$ cat src/wk_pkg.sv
// Constants, register map and carrier types for the wake-event block.
// Assumes a 20 MHz core clock and a one-port register access path.
package wk_pkg;

  // ------------------------------------------------------------
  // Timing
  // ------------------------------------------------------------
  localparam int unsigned CORE_HZ      = 20_000_000;
  localparam int unsigned KCLK_HZ      = 32_768;
  localparam int unsigned DIV_CYCLES   = CORE_HZ / KCLK_HZ;
  localparam int unsigned LOSS_CYCLES  = 4 * DIV_CYCLES;
  localparam int unsigned IDLE_MIN_US  = 115;
  localparam int unsigned IDLE_MAX_US  = 145;
  localparam int unsigned IDLE_MIN_RAW = (IDLE_MIN_US * KCLK_HZ + 999_999) / 1_000_000;
  localparam int unsigned IDLE_MAX_RAW = (IDLE_MAX_US * KCLK_HZ) / 1_000_000;
  localparam int unsigned IDLE_MIN_TICKS = (IDLE_MIN_RAW < 1) ? 1 : IDLE_MIN_RAW;
  localparam int unsigned IDLE_MAX_TICKS = (IDLE_MAX_RAW < 1) ? 1 : IDLE_MAX_RAW;

  // ------------------------------------------------------------
  // Frame layout
  // ------------------------------------------------------------
  localparam logic [3:0] CLK_START  = 4'h1;
  localparam logic [3:0] CLK_D7     = 4'h9;
  localparam logic [3:0] CLK_PARITY = 4'hA;
  localparam logic [3:0] CLK_STOP   = 4'hB;

  // ------------------------------------------------------------
  // Register offsets
  // ------------------------------------------------------------
  localparam logic [7:0] OFS_WAKE_CTL = 8'h00;
  localparam logic [7:0] OFS_STS1     = 8'h01;
  localparam logic [7:0] OFS_STS3     = 8'h03;
  localparam logic [7:0] OFS_EN1      = 8'h05;
  localparam logic [7:0] OFS_EN3      = 8'h07;
  localparam logic [7:0] OFS_SMI_ENABLE_TWO  = 8'h10;
  localparam logic [7:0] OFS_PIN_CTL  = 8'h20;
  localparam logic [7:0] OFS_SCAN     = 8'h5F;
  localparam logic [7:0] OFS_CLK_CTL  = 8'hF0;

  // ------------------------------------------------------------
  // Field positions
  // ------------------------------------------------------------
  localparam int unsigned KEY_BIT     = 5;
  localparam int unsigned GRP_BIT     = 3;
  localparam int unsigned ROUTE_BIT   = 5;
  localparam int unsigned EXT32_BIT   = 0;
  localparam int unsigned KDIS_BIT    = 1;
  localparam int unsigned GEN_BIT     = 0;
  localparam int unsigned SUMMARY_BIT = 7;
  localparam int unsigned POL_BIT     = 1;
  localparam int unsigned FUNC_BIT    = 2;
  localparam int unsigned ODRAIN_BIT  = 7;

  // ------------------------------------------------------------
  // Reset values
  // ------------------------------------------------------------
  localparam logic [7:0] RST_SCAN    = 8'h00;
  localparam logic [7:0] RST_CLK_CTL = 8'h00;
  localparam logic [7:0] RST_PIN_CTL = 8'h84;

  typedef struct packed {
    logic       wr;
    logic       rd;
    logic [7:0] addr;
    logic [7:0] wdata;
  } wk_reg_req_type;

  typedef enum logic [1:0] {
    MS_IDLE,
    MS_FRAME
  } wk_match_state_type;

endpackage

$ cat src/wk_tick_gen.sv
// 32 kHz tick source for the key matcher: external pin or divided core clock.
// The external pin is a free-running 32 kHz level sampled on core_clk.
`timescale 1ns/1ps

module wk_tick_gen
  import wk_pkg::*;
(
  input  wire logic core_clk,
  input  wire logic rst,
  input  wire logic ext_sel,
  input  wire logic gate_off,
  input  wire logic ext_clk32,
  output logic      tick,
  output logic      clk_ok
);

  logic        e1;
  logic        e2;
  logic        e3;
  logic [9:0]  div_cnt;
  logic [11:0] loss_cnt;
  logic        next_e1;
  logic        next_e2;
  logic        next_e3;
  logic [9:0]  next_div_cnt;
  logic [11:0] next_loss_cnt;
  logic        next_tick;
  logic        next_clk_ok;
  logic        ext_edge;
  logic        div_wrap;

  always_comb
  begin
    next_e1       = ext_clk32;
    next_e2       = e1;
    next_e3       = e2;
    ext_edge      = e2 & ~e3;
    div_wrap      = (div_cnt == 10'(DIV_CYCLES - 1));
    next_div_cnt  = div_wrap ? 10'h000 : div_cnt + 10'h001;
    // Loss watch keeps the matcher idle if the external crystal is absent
    if (!ext_sel || ext_edge)
    begin
      next_loss_cnt = 12'h000;
    end
    else if (loss_cnt != 12'(LOSS_CYCLES))
    begin
      next_loss_cnt = loss_cnt + 12'h001;
    end
    else
    begin
      next_loss_cnt = loss_cnt;
    end
    next_clk_ok = !ext_sel || (loss_cnt != 12'(LOSS_CYCLES));
    // Gating stops every tick so the matcher holds still when off
    next_tick   = ~gate_off & (ext_sel ? ext_edge : div_wrap);
  end

  always_ff @(posedge core_clk or posedge rst)
  begin
    if (rst)
    begin
      e1       <= 1'b0;
      e2       <= 1'b0;
      e3       <= 1'b0;
      div_cnt  <= 10'h000;
      loss_cnt <= 12'h000;
      tick     <= 1'b0;
      clk_ok   <= 1'b1;
    end
    else
    begin
      e1       <= next_e1;
      e2       <= next_e2;
      e3       <= next_e3;
      div_cnt  <= next_div_cnt;
      loss_cnt <= next_loss_cnt;
      tick     <= next_tick;
      clk_ok   <= next_clk_ok;
    end
  end

endmodule

$ cat src/wk_wake_top.sv
// Wake-event logic: group SMI routing and keyboard scan-code matcher.
// Registers sit behind a simple one-cycle write/read port; all are standby powered.
`timescale 1ns/1ps

module wk_wake_top
  import wk_pkg::*;
(
  input  wire logic                   core_clk,
  input  wire logic                   rst,
  input  wire wk_pkg::wk_reg_req_type reg_req,
  output logic [7:0]                  reg_rdata,
  input  wire logic                   ext_clk32,
  input  wire logic                   kbd_clk_in,
  input  wire logic                   kbd_data_in,
  input  wire logic                   group_smi_in,
  output logic                        wake_event_o,
  output logic                        wake_event_oe_n,
  output logic                        key_match_seen
);

  // ------------------------------------------------------------
  // Register state
  // ------------------------------------------------------------
  logic [7:0] scan_code;
  logic [7:0] clk_ctl;
  logic [7:0] pin_ctl;
  logic       global_en;
  logic       summary;
  logic       key_sts;
  logic       key_en;
  logic       grp_sts;
  logic       grp_en;
  logic       smi_route;
  logic [7:0] next_scan_code;
  logic [7:0] next_clk_ctl;
  logic [7:0] next_pin_ctl;
  logic       next_global_en;
  logic       next_summary;
  logic       next_key_sts;
  logic       next_key_en;
  logic       next_grp_sts;
  logic       next_grp_en;
  logic       next_smi_route;
  logic [7:0] next_reg_rdata;

  // ------------------------------------------------------------
  // Matcher state
  // ------------------------------------------------------------
  wk_match_state_type state;
  wk_match_state_type next_state;
  logic       ks1;
  logic       ks2;
  logic       kprev;
  logic       ds1;
  logic       ds2;
  logic [3:0] high_cnt;
  logic [3:0] bit_num;
  logic [7:0] shift;
  logic       code_hit;
  logic       par_ok;
  logic       key_set;
  logic       next_ks1;
  logic       next_ks2;
  logic       next_kprev;
  logic       next_ds1;
  logic       next_ds2;
  logic [3:0] next_high_cnt;
  logic [3:0] next_bit_num;
  logic [7:0] next_shift;
  logic       next_code_hit;
  logic       next_par_ok;
  logic       next_key_set;

  // ------------------------------------------------------------
  // Misc
  // ------------------------------------------------------------
  logic tick;
  logic clk_ok;
  logic run;
  logic fall;
  logic pending;
  logic pin_active;
  logic pin_level;
  logic next_wake_event_o;
  logic next_wake_event_oe_n;
  logic next_key_match_seen;
  logic wr_sts1;
  logic wr_sts3;
  logic wr_ctl;

  // ------------------------------------------------------------
  // 32 kHz tick
  // ------------------------------------------------------------
  wk_tick_gen u_tick
  (
    .core_clk  (core_clk),
    .rst       (rst),
    .ext_sel   (clk_ctl[EXT32_BIT]),
    .gate_off  (clk_ctl[KDIS_BIT]),
    .ext_clk32 (ext_clk32),
    .tick      (tick),
    .clk_ok    (clk_ok)
  );

  // ------------------------------------------------------------
  // Register file
  // ------------------------------------------------------------
  always_comb
  begin
    wr_sts1        = reg_req.wr && (reg_req.addr == OFS_STS1);
    wr_sts3        = reg_req.wr && (reg_req.addr == OFS_STS3);
    wr_ctl         = reg_req.wr && (reg_req.addr == OFS_WAKE_CTL);
    next_scan_code = scan_code;
    next_clk_ctl   = clk_ctl;
    next_pin_ctl   = pin_ctl;
    next_global_en = global_en;
    next_key_en    = key_en;
    next_grp_en    = grp_en;
    next_smi_route = smi_route;
    if (reg_req.wr)
    begin
      case (reg_req.addr)
        OFS_SCAN:     next_scan_code = reg_req.wdata;
        OFS_CLK_CTL:  next_clk_ctl   = reg_req.wdata & 8'h03;
        OFS_PIN_CTL:  next_pin_ctl   = reg_req.wdata & 8'h86;
        OFS_WAKE_CTL: next_global_en = reg_req.wdata[GEN_BIT];
        OFS_EN1:      next_key_en    = reg_req.wdata[KEY_BIT];
        OFS_EN3:      next_grp_en    = reg_req.wdata[GRP_BIT];
        OFS_SMI_ENABLE_TWO:  next_smi_route = reg_req.wdata[ROUTE_BIT];
        default:      next_scan_code = scan_code;
      endcase
    end
    // Set wins over a write-one clear in the same cycle
    next_grp_sts = (group_smi_in & smi_route)
                 | (grp_sts & ~(wr_sts3 & reg_req.wdata[GRP_BIT]));
    next_key_sts = key_set
                 | (key_sts & ~(wr_sts1 & reg_req.wdata[KEY_BIT]));
    // Summary cannot clear while a source stays pending
    next_summary = pending
                 | (summary & ~(wr_ctl & reg_req.wdata[SUMMARY_BIT]));
    next_reg_rdata = reg_rdata;
    if (reg_req.rd)
    begin
      next_reg_rdata = 8'h00;
      case (reg_req.addr)
        OFS_SCAN:     next_reg_rdata = scan_code;
        OFS_CLK_CTL:  next_reg_rdata = clk_ctl;
        OFS_PIN_CTL:  next_reg_rdata = pin_ctl;
        OFS_WAKE_CTL:
        begin
          next_reg_rdata[GEN_BIT]     = global_en;
          next_reg_rdata[SUMMARY_BIT] = summary;
        end
        OFS_STS1:     next_reg_rdata[KEY_BIT]   = key_sts;
        OFS_STS3:     next_reg_rdata[GRP_BIT]   = grp_sts;
        OFS_EN1:      next_reg_rdata[KEY_BIT]   = key_en;
        OFS_EN3:      next_reg_rdata[GRP_BIT]   = grp_en;
        OFS_SMI_ENABLE_TWO:  next_reg_rdata[ROUTE_BIT] = smi_route;
        default:      next_reg_rdata = 8'h00;
      endcase
    end
  end

  // Only the standby reset reaches these registers
  always_ff @(posedge core_clk or posedge rst)
  begin
    if (rst)
    begin
      scan_code <= RST_SCAN;
      clk_ctl   <= RST_CLK_CTL;
      pin_ctl   <= RST_PIN_CTL;
      global_en <= 1'b0;
      summary   <= 1'b0;
      key_sts   <= 1'b0;
      key_en    <= 1'b0;
      grp_sts   <= 1'b0;
      grp_en    <= 1'b0;
      smi_route <= 1'b0;
      reg_rdata <= 8'h00;
    end
    else
    begin
      scan_code <= next_scan_code;
      clk_ctl   <= next_clk_ctl;
      pin_ctl   <= next_pin_ctl;
      global_en <= next_global_en;
      summary   <= next_summary;
      key_sts   <= next_key_sts;
      key_en    <= next_key_en;
      grp_sts   <= next_grp_sts;
      grp_en    <= next_grp_en;
      smi_route <= next_smi_route;
      reg_rdata <= next_reg_rdata;
    end
  end

  // ------------------------------------------------------------
  // Key matcher
  // ------------------------------------------------------------
  always_comb
  begin
    run           = ~clk_ctl[KDIS_BIT] & clk_ok;
    fall          = tick & kprev & ~ks2;
    next_ks1      = ks1;
    next_ks2      = ks2;
    next_kprev    = kprev;
    next_ds1      = ds1;
    next_ds2      = ds2;
    next_high_cnt = high_cnt;
    next_state    = state;
    next_bit_num  = bit_num;
    next_shift    = shift;
    next_code_hit = code_hit;
    next_par_ok   = par_ok;
    next_key_set  = 1'b0;
    if (tick)
    begin
      next_ks1   = kbd_clk_in;
      next_ks2   = ks1;
      next_ds1   = kbd_data_in;
      next_ds2   = ds1;
      next_kprev = ks2;
      // High time counted in ticks, saturating
      if (!ks2)
      begin
        next_high_cnt = 4'h0;
      end
      else if (high_cnt != 4'hF)
      begin
        next_high_cnt = high_cnt + 4'h1;
      end
    end
    case (state)
      MS_IDLE:
      begin
        next_bit_num = 4'h0;
        // Start bit must read 0 after a full idle-high interval
        if (fall && (high_cnt >= 4'(IDLE_MIN_TICKS)) && !ds2)
        begin
          next_state   = MS_FRAME;
          next_bit_num = CLK_START;
        end
      end
      MS_FRAME:
      begin
        if (tick && ks2 && (high_cnt >= 4'(IDLE_MAX_TICKS)))
        begin
          next_state = MS_IDLE;
        end
        else if (fall)
        begin
          next_bit_num = bit_num + 4'h1;
          if (bit_num < CLK_D7)
          begin
            next_shift = {ds2, shift[7:1]};
          end
          else if (bit_num == CLK_D7)
          begin
            next_code_hit = (shift == scan_code);
            next_par_ok   = ^{shift, ds2};
          end
          else
          begin
            next_key_set = code_hit & par_ok & ds2;
            next_state   = MS_IDLE;
          end
        end
      end
      default:
      begin
        next_state = MS_IDLE;
      end
    endcase
    // Disabled logic holds idle and forgets partial frames
    if (!run)
    begin
      next_state    = MS_IDLE;
      next_bit_num  = 4'h0;
      next_high_cnt = 4'h0;
      next_key_set  = 1'b0;
    end
  end

  always_ff @(posedge core_clk or posedge rst)
  begin
    if (rst)
    begin
      state    <= MS_IDLE;
      ks1      <= 1'b1;
      ks2      <= 1'b1;
      kprev    <= 1'b1;
      ds1      <= 1'b1;
      ds2      <= 1'b1;
      high_cnt <= 4'h0;
      bit_num  <= 4'h0;
      shift    <= 8'h00;
      code_hit <= 1'b0;
      par_ok   <= 1'b0;
      key_set  <= 1'b0;
    end
    else
    begin
      state    <= next_state;
      ks1      <= next_ks1;
      ks2      <= next_ks2;
      kprev    <= next_kprev;
      ds1      <= next_ds1;
      ds2      <= next_ds2;
      high_cnt <= next_high_cnt;
      bit_num  <= next_bit_num;
      shift    <= next_shift;
      code_hit <= next_code_hit;
      par_ok   <= next_par_ok;
      key_set  <= next_key_set;
    end
  end

  // ------------------------------------------------------------
  // Wake pin
  // ------------------------------------------------------------
  always_comb
  begin
    pending    = (key_sts & key_en & ~clk_ctl[KDIS_BIT])
               | (grp_sts & grp_en);
    pin_active = global_en & pending & pin_ctl[FUNC_BIT];
    pin_level  = pin_active ? pin_ctl[POL_BIT] : ~pin_ctl[POL_BIT];
    next_wake_event_o = pin_level;
    // Open drain only pulls low; a high level is left to the pull-up
    if (!pin_ctl[FUNC_BIT])
    begin
      next_wake_event_oe_n = 1'b1;
    end
    else if (pin_ctl[ODRAIN_BIT])
    begin
      next_wake_event_oe_n = pin_level;
    end
    else
    begin
      next_wake_event_oe_n = 1'b0;
    end
    next_key_match_seen = key_set;
  end

  always_ff @(posedge core_clk or posedge rst)
  begin
    if (rst)
    begin
      wake_event_o    <= 1'b1;
      wake_event_oe_n <= 1'b1;
      key_match_seen  <= 1'b0;
    end
    else
    begin
      wake_event_o    <= next_wake_event_o;
      wake_event_oe_n <= next_wake_event_oe_n;
      key_match_seen  <= next_key_match_seen;
    end
  end

endmodule
$ cat config.mk
export PLATFORM = sky130hd
export DESIGN_NAME = wk_wake_top
export DESIGN_NICKNAME = d
export VERILOG_FILES = /design/src/wk_pkg.sv /design/src/wk_tick_gen.sv /design/src/wk_wake_top.sv
export SDC_FILE = /design/constraint.sdc
export NUM_CORES = 1
export LEC_CHECK = 0
export BUFFER_PORTS_ARGS = -buffer_cell sky130_fd_sc_hd__buf_2
export CAP_MARGIN = 10
export CORE_UTILIZATION = 55
export DETAILED_ROUTE_END_ITERATION = 12
export GPL_ROUTABILITY_DRIVEN = 0
export PLACE_DENSITY = 0.74
export RECOVER_POWER = 100
export SKIP_CTS_REPAIR_TIMING = 1
export SYNTH_ARGS = -nofsm -noshare
export SYNTH_HDL_FRONTEND = slang
export SYNTH_SLANG_ARGS = --single-unit
$ cat constraint.sdc
create_clock -name core_clk -period 3.7 [get_ports core_clk]
set_input_delay 0.74 -clock core_clk [delete_from_list [all_inputs] [get_ports core_clk]]
set_output_delay 0.74 -clock core_clk [all_outputs]
set_load 0.02 [all_outputs]
-- Word-level counts from Yosys, hierarchy flattened
Index checks and enable logic that the tools add are counted.
- register bits after elaboration: 84
- latch bits: 0
- RAM bits: 0
- bits in read-only memories: 0
- bits of input ports: 24
- output and inout bits: 11
- logic and storage cells: 157
- memories: 0
- add/subtract/negate cells: 4
- multiply operators: 0
- div/mod/pow operators: 0
- magnitude comparators: 2
- equal/unequal tests: 23
- shift operators: 0
- mux-type cells: 36
- bitwise gates (word level): 32
- reductions and logical operators: 27
- operators with widths (operator ; count):
    $mux 4 ; 7
    $mux 12 ; 2
    $and 1x1->1 ; 19
    $eq 8x3->1 const B ; 2
    $ne 4x4->1 const B ; 4
    $reduce_and 2->1 ; 8
    $mux 1 ; 13
    $add 12x1->12 const B ; 1
    $mux 2 ; 6
    $ne 12x12->1 const B ; 1
    $add 10x1->10 const B ; 1
    $eq 10x10->1 const B ; 1
    $mux 10 ; 1
    $ne 3x3->1 const B ; 3
    $not 1->1 ; 9
    $pmux 1 s3 ; 3
    $reduce_xor 9->1 ; 1
    $add 4x1->4 const B ; 2
    $eq 8x1->1 const B ; 1
    $eq 8x2->1 const B ; 1
    $eq 8x5->1 const B ; 1
    $eq 8x6->1 const B ; 1
    $eq 8x7->1 const B ; 1
    $eq 8x8->1 ; 1
    other kinds (22) ; 34

-- Logic depth before layout (Yosys ltp)
- word-level depth: 8
- depth in mapped cells: 6
- depth with buffers taken out: 6

-- Hierarchy
From an unflattened synthesis, not the netlist that was laid out.
- cell total of the unflattened synthesis: 355
- area total of the unflattened synthesis: 4016.4 sq um
- modules (own cells, without submodules) (module ; times used ; cells an instance ; area an instance (sq um)):
    wk_wake_top ; 1 ; 231 ; 2736.4
    wk_tick_gen ; 1 ; 124 ; 1280.0

-- Worst setup path before layout
Ideal clock, no wire load.
- path type: input to register
- from: input port reg_req[10] (netlist name)
- to: register scan_code[0]
- library setup time: 125 ps
- arrival time: 1874 ps
- data required time: 3575 ps
- path slack: 1701 ps
- stages on the path: 6
- buffers on the path: 2
- path through: buf_6 -> nand4_2 -> nor2_1 -> and2_1 -> buf_4 -> mux2_2
- word-level cells in the longest chain between the ends: 2
- RTL lines (item ; RTL line ; text):
    start: declaration ; wk_wake_top.sv:10 ; input wire wk_pkg::wk_reg_req_type reg_req,
    $eq 8x7->1 ; wk_wake_top.sv:122 ; case (reg_req.addr)
    $reduce_and 2->1 (no line) ; n/a ;
    end signal: assignment ; wk_wake_top.sv:183 ; scan_code <= next_scan_code;
    end: declaration ; wk_wake_top.sv:24 ; logic [7:0] scan_code;
No other way between the ends.
A chain may end at the register's enable or synchronous reset.

==> results.yml <==
global_route:
  grt_use_met2_pct: 35.4
  grt_pass1_vias: 2726
  grt_pass1_wl_mm: 12.7
  busiest_layer: "met2"
  grt_use_met1_pct: 28.8
  use_met3_pct: 3.36
  grt_start_max_net_pins: 63
  grt_remaining_overflow: 0
  antenna_found_initial: 0
  track_usage_pct: 21.4
critical_path:
  slowest_delay_ns: 1.48
  worstReg2RegEnd: "shift[2]"
  reg2reg_slack_ns: 1.49
  critical_path_class: "primary input to async pin"
  crit_start: "rst"
  arrival_ns: 2.81
  crit_fanout: 62
  crit_slowest_cell: "clkinvlp_2"
  path_cells: "buf_2, clkinvlp_2, clkbuf_1"
  r2r_cells: 4
  required_ns: 4.15
  crit-reg2reg-launch: "u_tick.tick"
  cp-endpoint: "wake_event_o"
  end_kind: "async pin"
  worst_setup_path_start_kind: "primary input"
logic_synthesis:
  synth_seq_cells: 83
  synth_area_leaders: "dfrtp_1, mux2_2, dfstp_2"
  synth.distinct_cells: 54
  syn_avg_cell_area_um2: 11.3
  yosysTopAreaCell: "dfrtp_1"
  yosys_most_used_dff: "dfrtp_1"
  synth_edf_count: 0
  yosysSeqAreaShare_pct: 51.1
  synthCells: 363
  synth_warnings: 0
  synth_top_area_share_pct: 44.6
  synth_area_um2: 4090
  ys_async_sr_fraction_pct: 100
  syn_nets: 395
drt:
  route.detailed.drc: 0
  drtAntennaViolNets: 0
  dr.pass1.iters: 4
  viasPerCell: 5.48
  wl_mm: 7.41
  drtIter0Drc: 96
  num_vias: 2762
  wire_per_inst_um: 14.7
cells_and_area:
  drive_gt1_share_pct: 20.7
  area_growth_pct: 8.99
  diodes: 0
  final_common_cell: "dfrtp_1"
  final_cell_mix: "dfrtp_1, nor2_1, mux2_2"
  fill_cells: 624
  nNetsFinal: 432
timing:
  rsz0062_at_grt: "false"
  setup_viol: 0
  finalHoldViolCount: 0
  worst_pin_slew_ns: 2.62
  fin_crit_sh_pct: 63.9
  maxSlewViolCount: 63
  slew-limit-headroom_pct: -75.7
  fin_setup_tns_ns: 0
  fin_skew_ns: 0.0113
  timing.fmax_mhz: 423
  fin_crit_ns: 2.36
job:
  max_cap_violations: 1
clock_tree:
  clkSinkCount: 83
  clk_path_buf_depth: 2
  clk-insertion-delay-late_ns: 0.34
  cts_inserted_buffers: 9
  cts-root-buf: "clkbuf_8"
  clk_pin_slew_worst_paths_ns: 0.09
  ctsHtreeMaxLevel: 3
  cts_tree: "yes"
hold_path:
  min_path_type: "register to register"
  hold_depth: 0
floorplanning:
  die_area_um2: 7790
  start_util_pct: 56.7
  core_um2: 7210
  rows: 31
  io_pins: 35
  die_width_um: 88.3
  chipHeight_um: 88.3
status:
  violations: "capacitance limit, slew limit"
  outcome: "complete, but fails checks"
pwr:
  power.density_nw_per_um2: 402
  power.leakage_nw: 1.94
  irDropWorstVdd_v: 0.000299
  p_total_w: 0.00179
place:
  io_buffer_count: 34
  dp_hpwl_mm: 5.34
[worst max-delay path: cells and delay by family]
kind / cells / cell delay (ns)
buffers and inverters: 3 / 2.04
[synthesized netlist by cell type (2+ instances only)]
cell type  number
nand3_1        18
o21ai_0         7
a22o_1          3
dfstp_2        10
and4_1          3
and2_1          6
nor2_1         37
buf_4           2
nor4b_1         2
nand2_1        21
a21oi_1        11
mux2_2         34
nand3b_1        5
a32oi_1         2
nor3_1          3
nor4_1          3
nand4_1        11
dfrtp_1        73
or4b_1          2
mux2i_1         2
a22oi_1         2
xor2_1          9
ha_1            8
inv_1          13
clkbuf_1        3
a21o_1          4
buf_6           3
nand4b_1        6
nand2b_1        5
xnor2_1        25
and3_1          4
a31oi_1         4
[registers in the layout (all words and copies together) (netlist names), 2 cells and up]
| name | count |
|---|---|
| pin_ctl | 3 |
| reg_rdata | 8 |
| u_tick.loss_cnt | 12 |
| bit_num | 4 |
| u_tick.div_cnt | 10 |
| clk_ctl | 2 |
| scan_code | 8 |
| high_cnt | 4 |
| shift | 8 |
[cells by family (layout without fill, tap and decap cells)]
family	after synthesis	after routing	synth area share, %
flip-flops	83	83	51.1
AND/OR/NAND/NOR	140	140	19.8
buffers and inverters	24	66	3.00
XOR/XNOR	35	35	7.83
multiplexers	36	36	9.85
adder cells (fa/ha/maj)	8	8	2.45
AO/OA/AOI/OAI	37	37	6.02
[power breakdown]
group	internal [W]	total, W	leakage (nW)	switching (W)
clock network	0.000316	0.000651	0.0962	0.000334
logic	0.0000623	0.000134	0.752	0.0000719
registers	0.000964	0.00101	1.09	0.0000423
total	0.00134	0.00179	1.94	0.000448
[routing by layer]
layer | routed length, um | part of all wire, % | up-vias
met4 | 116 | 1.6 | 0
met3 | 198 | 2.7 | 10
met2 | 3630 | 49 | 47
li1 | - | - | 1360
met1 | 3460 | 47 | 1345
met5 | 0 | 0 | -
[through the flow]
step	util, %	instance area (um^2)	hold slack [ns]	setup slack [ns]	instances
2_1_floorplan	-	4090	0.331	0.840	363
3_3_place_gp	60.1	4340	0.336	1.32	488
3_5_place_dp	60.1	4340	0.337	1.26	488
4_1_cts	62.9	4540	0.358	1.63	504
5_1_grt	61.8	4460	0.372	0.935	504
6_report	61.8	4460	0.355	1.34	504
[layout make-up]
cell class,count,area (um^2),area share [%]
multi-input combinational,256,1830,41.0
clock inverter,7,76.3,1.71
timing repair buffer,37,168,3.76
tap,99,124,2.78
inverter,13,50.0,1.12
clock buffer,9,124,2.78
sequential,83,2090,46.9
[how the worst min path moves through the flow]
stage                          from         to  slack (ns)
after floorplan           u_tick.e1  u_tick.e2        0.33
after global placement    u_tick.e1  u_tick.e2        0.34
after detailed placement  u_tick.e1  u_tick.e2        0.34
after CTS                 u_tick.e1  u_tick.e2        0.36
after global routing      u_tick.e1  u_tick.e2        0.37
final                     u_tick.e1  u_tick.e2        0.36
Power figures use the tool's default switching activity.
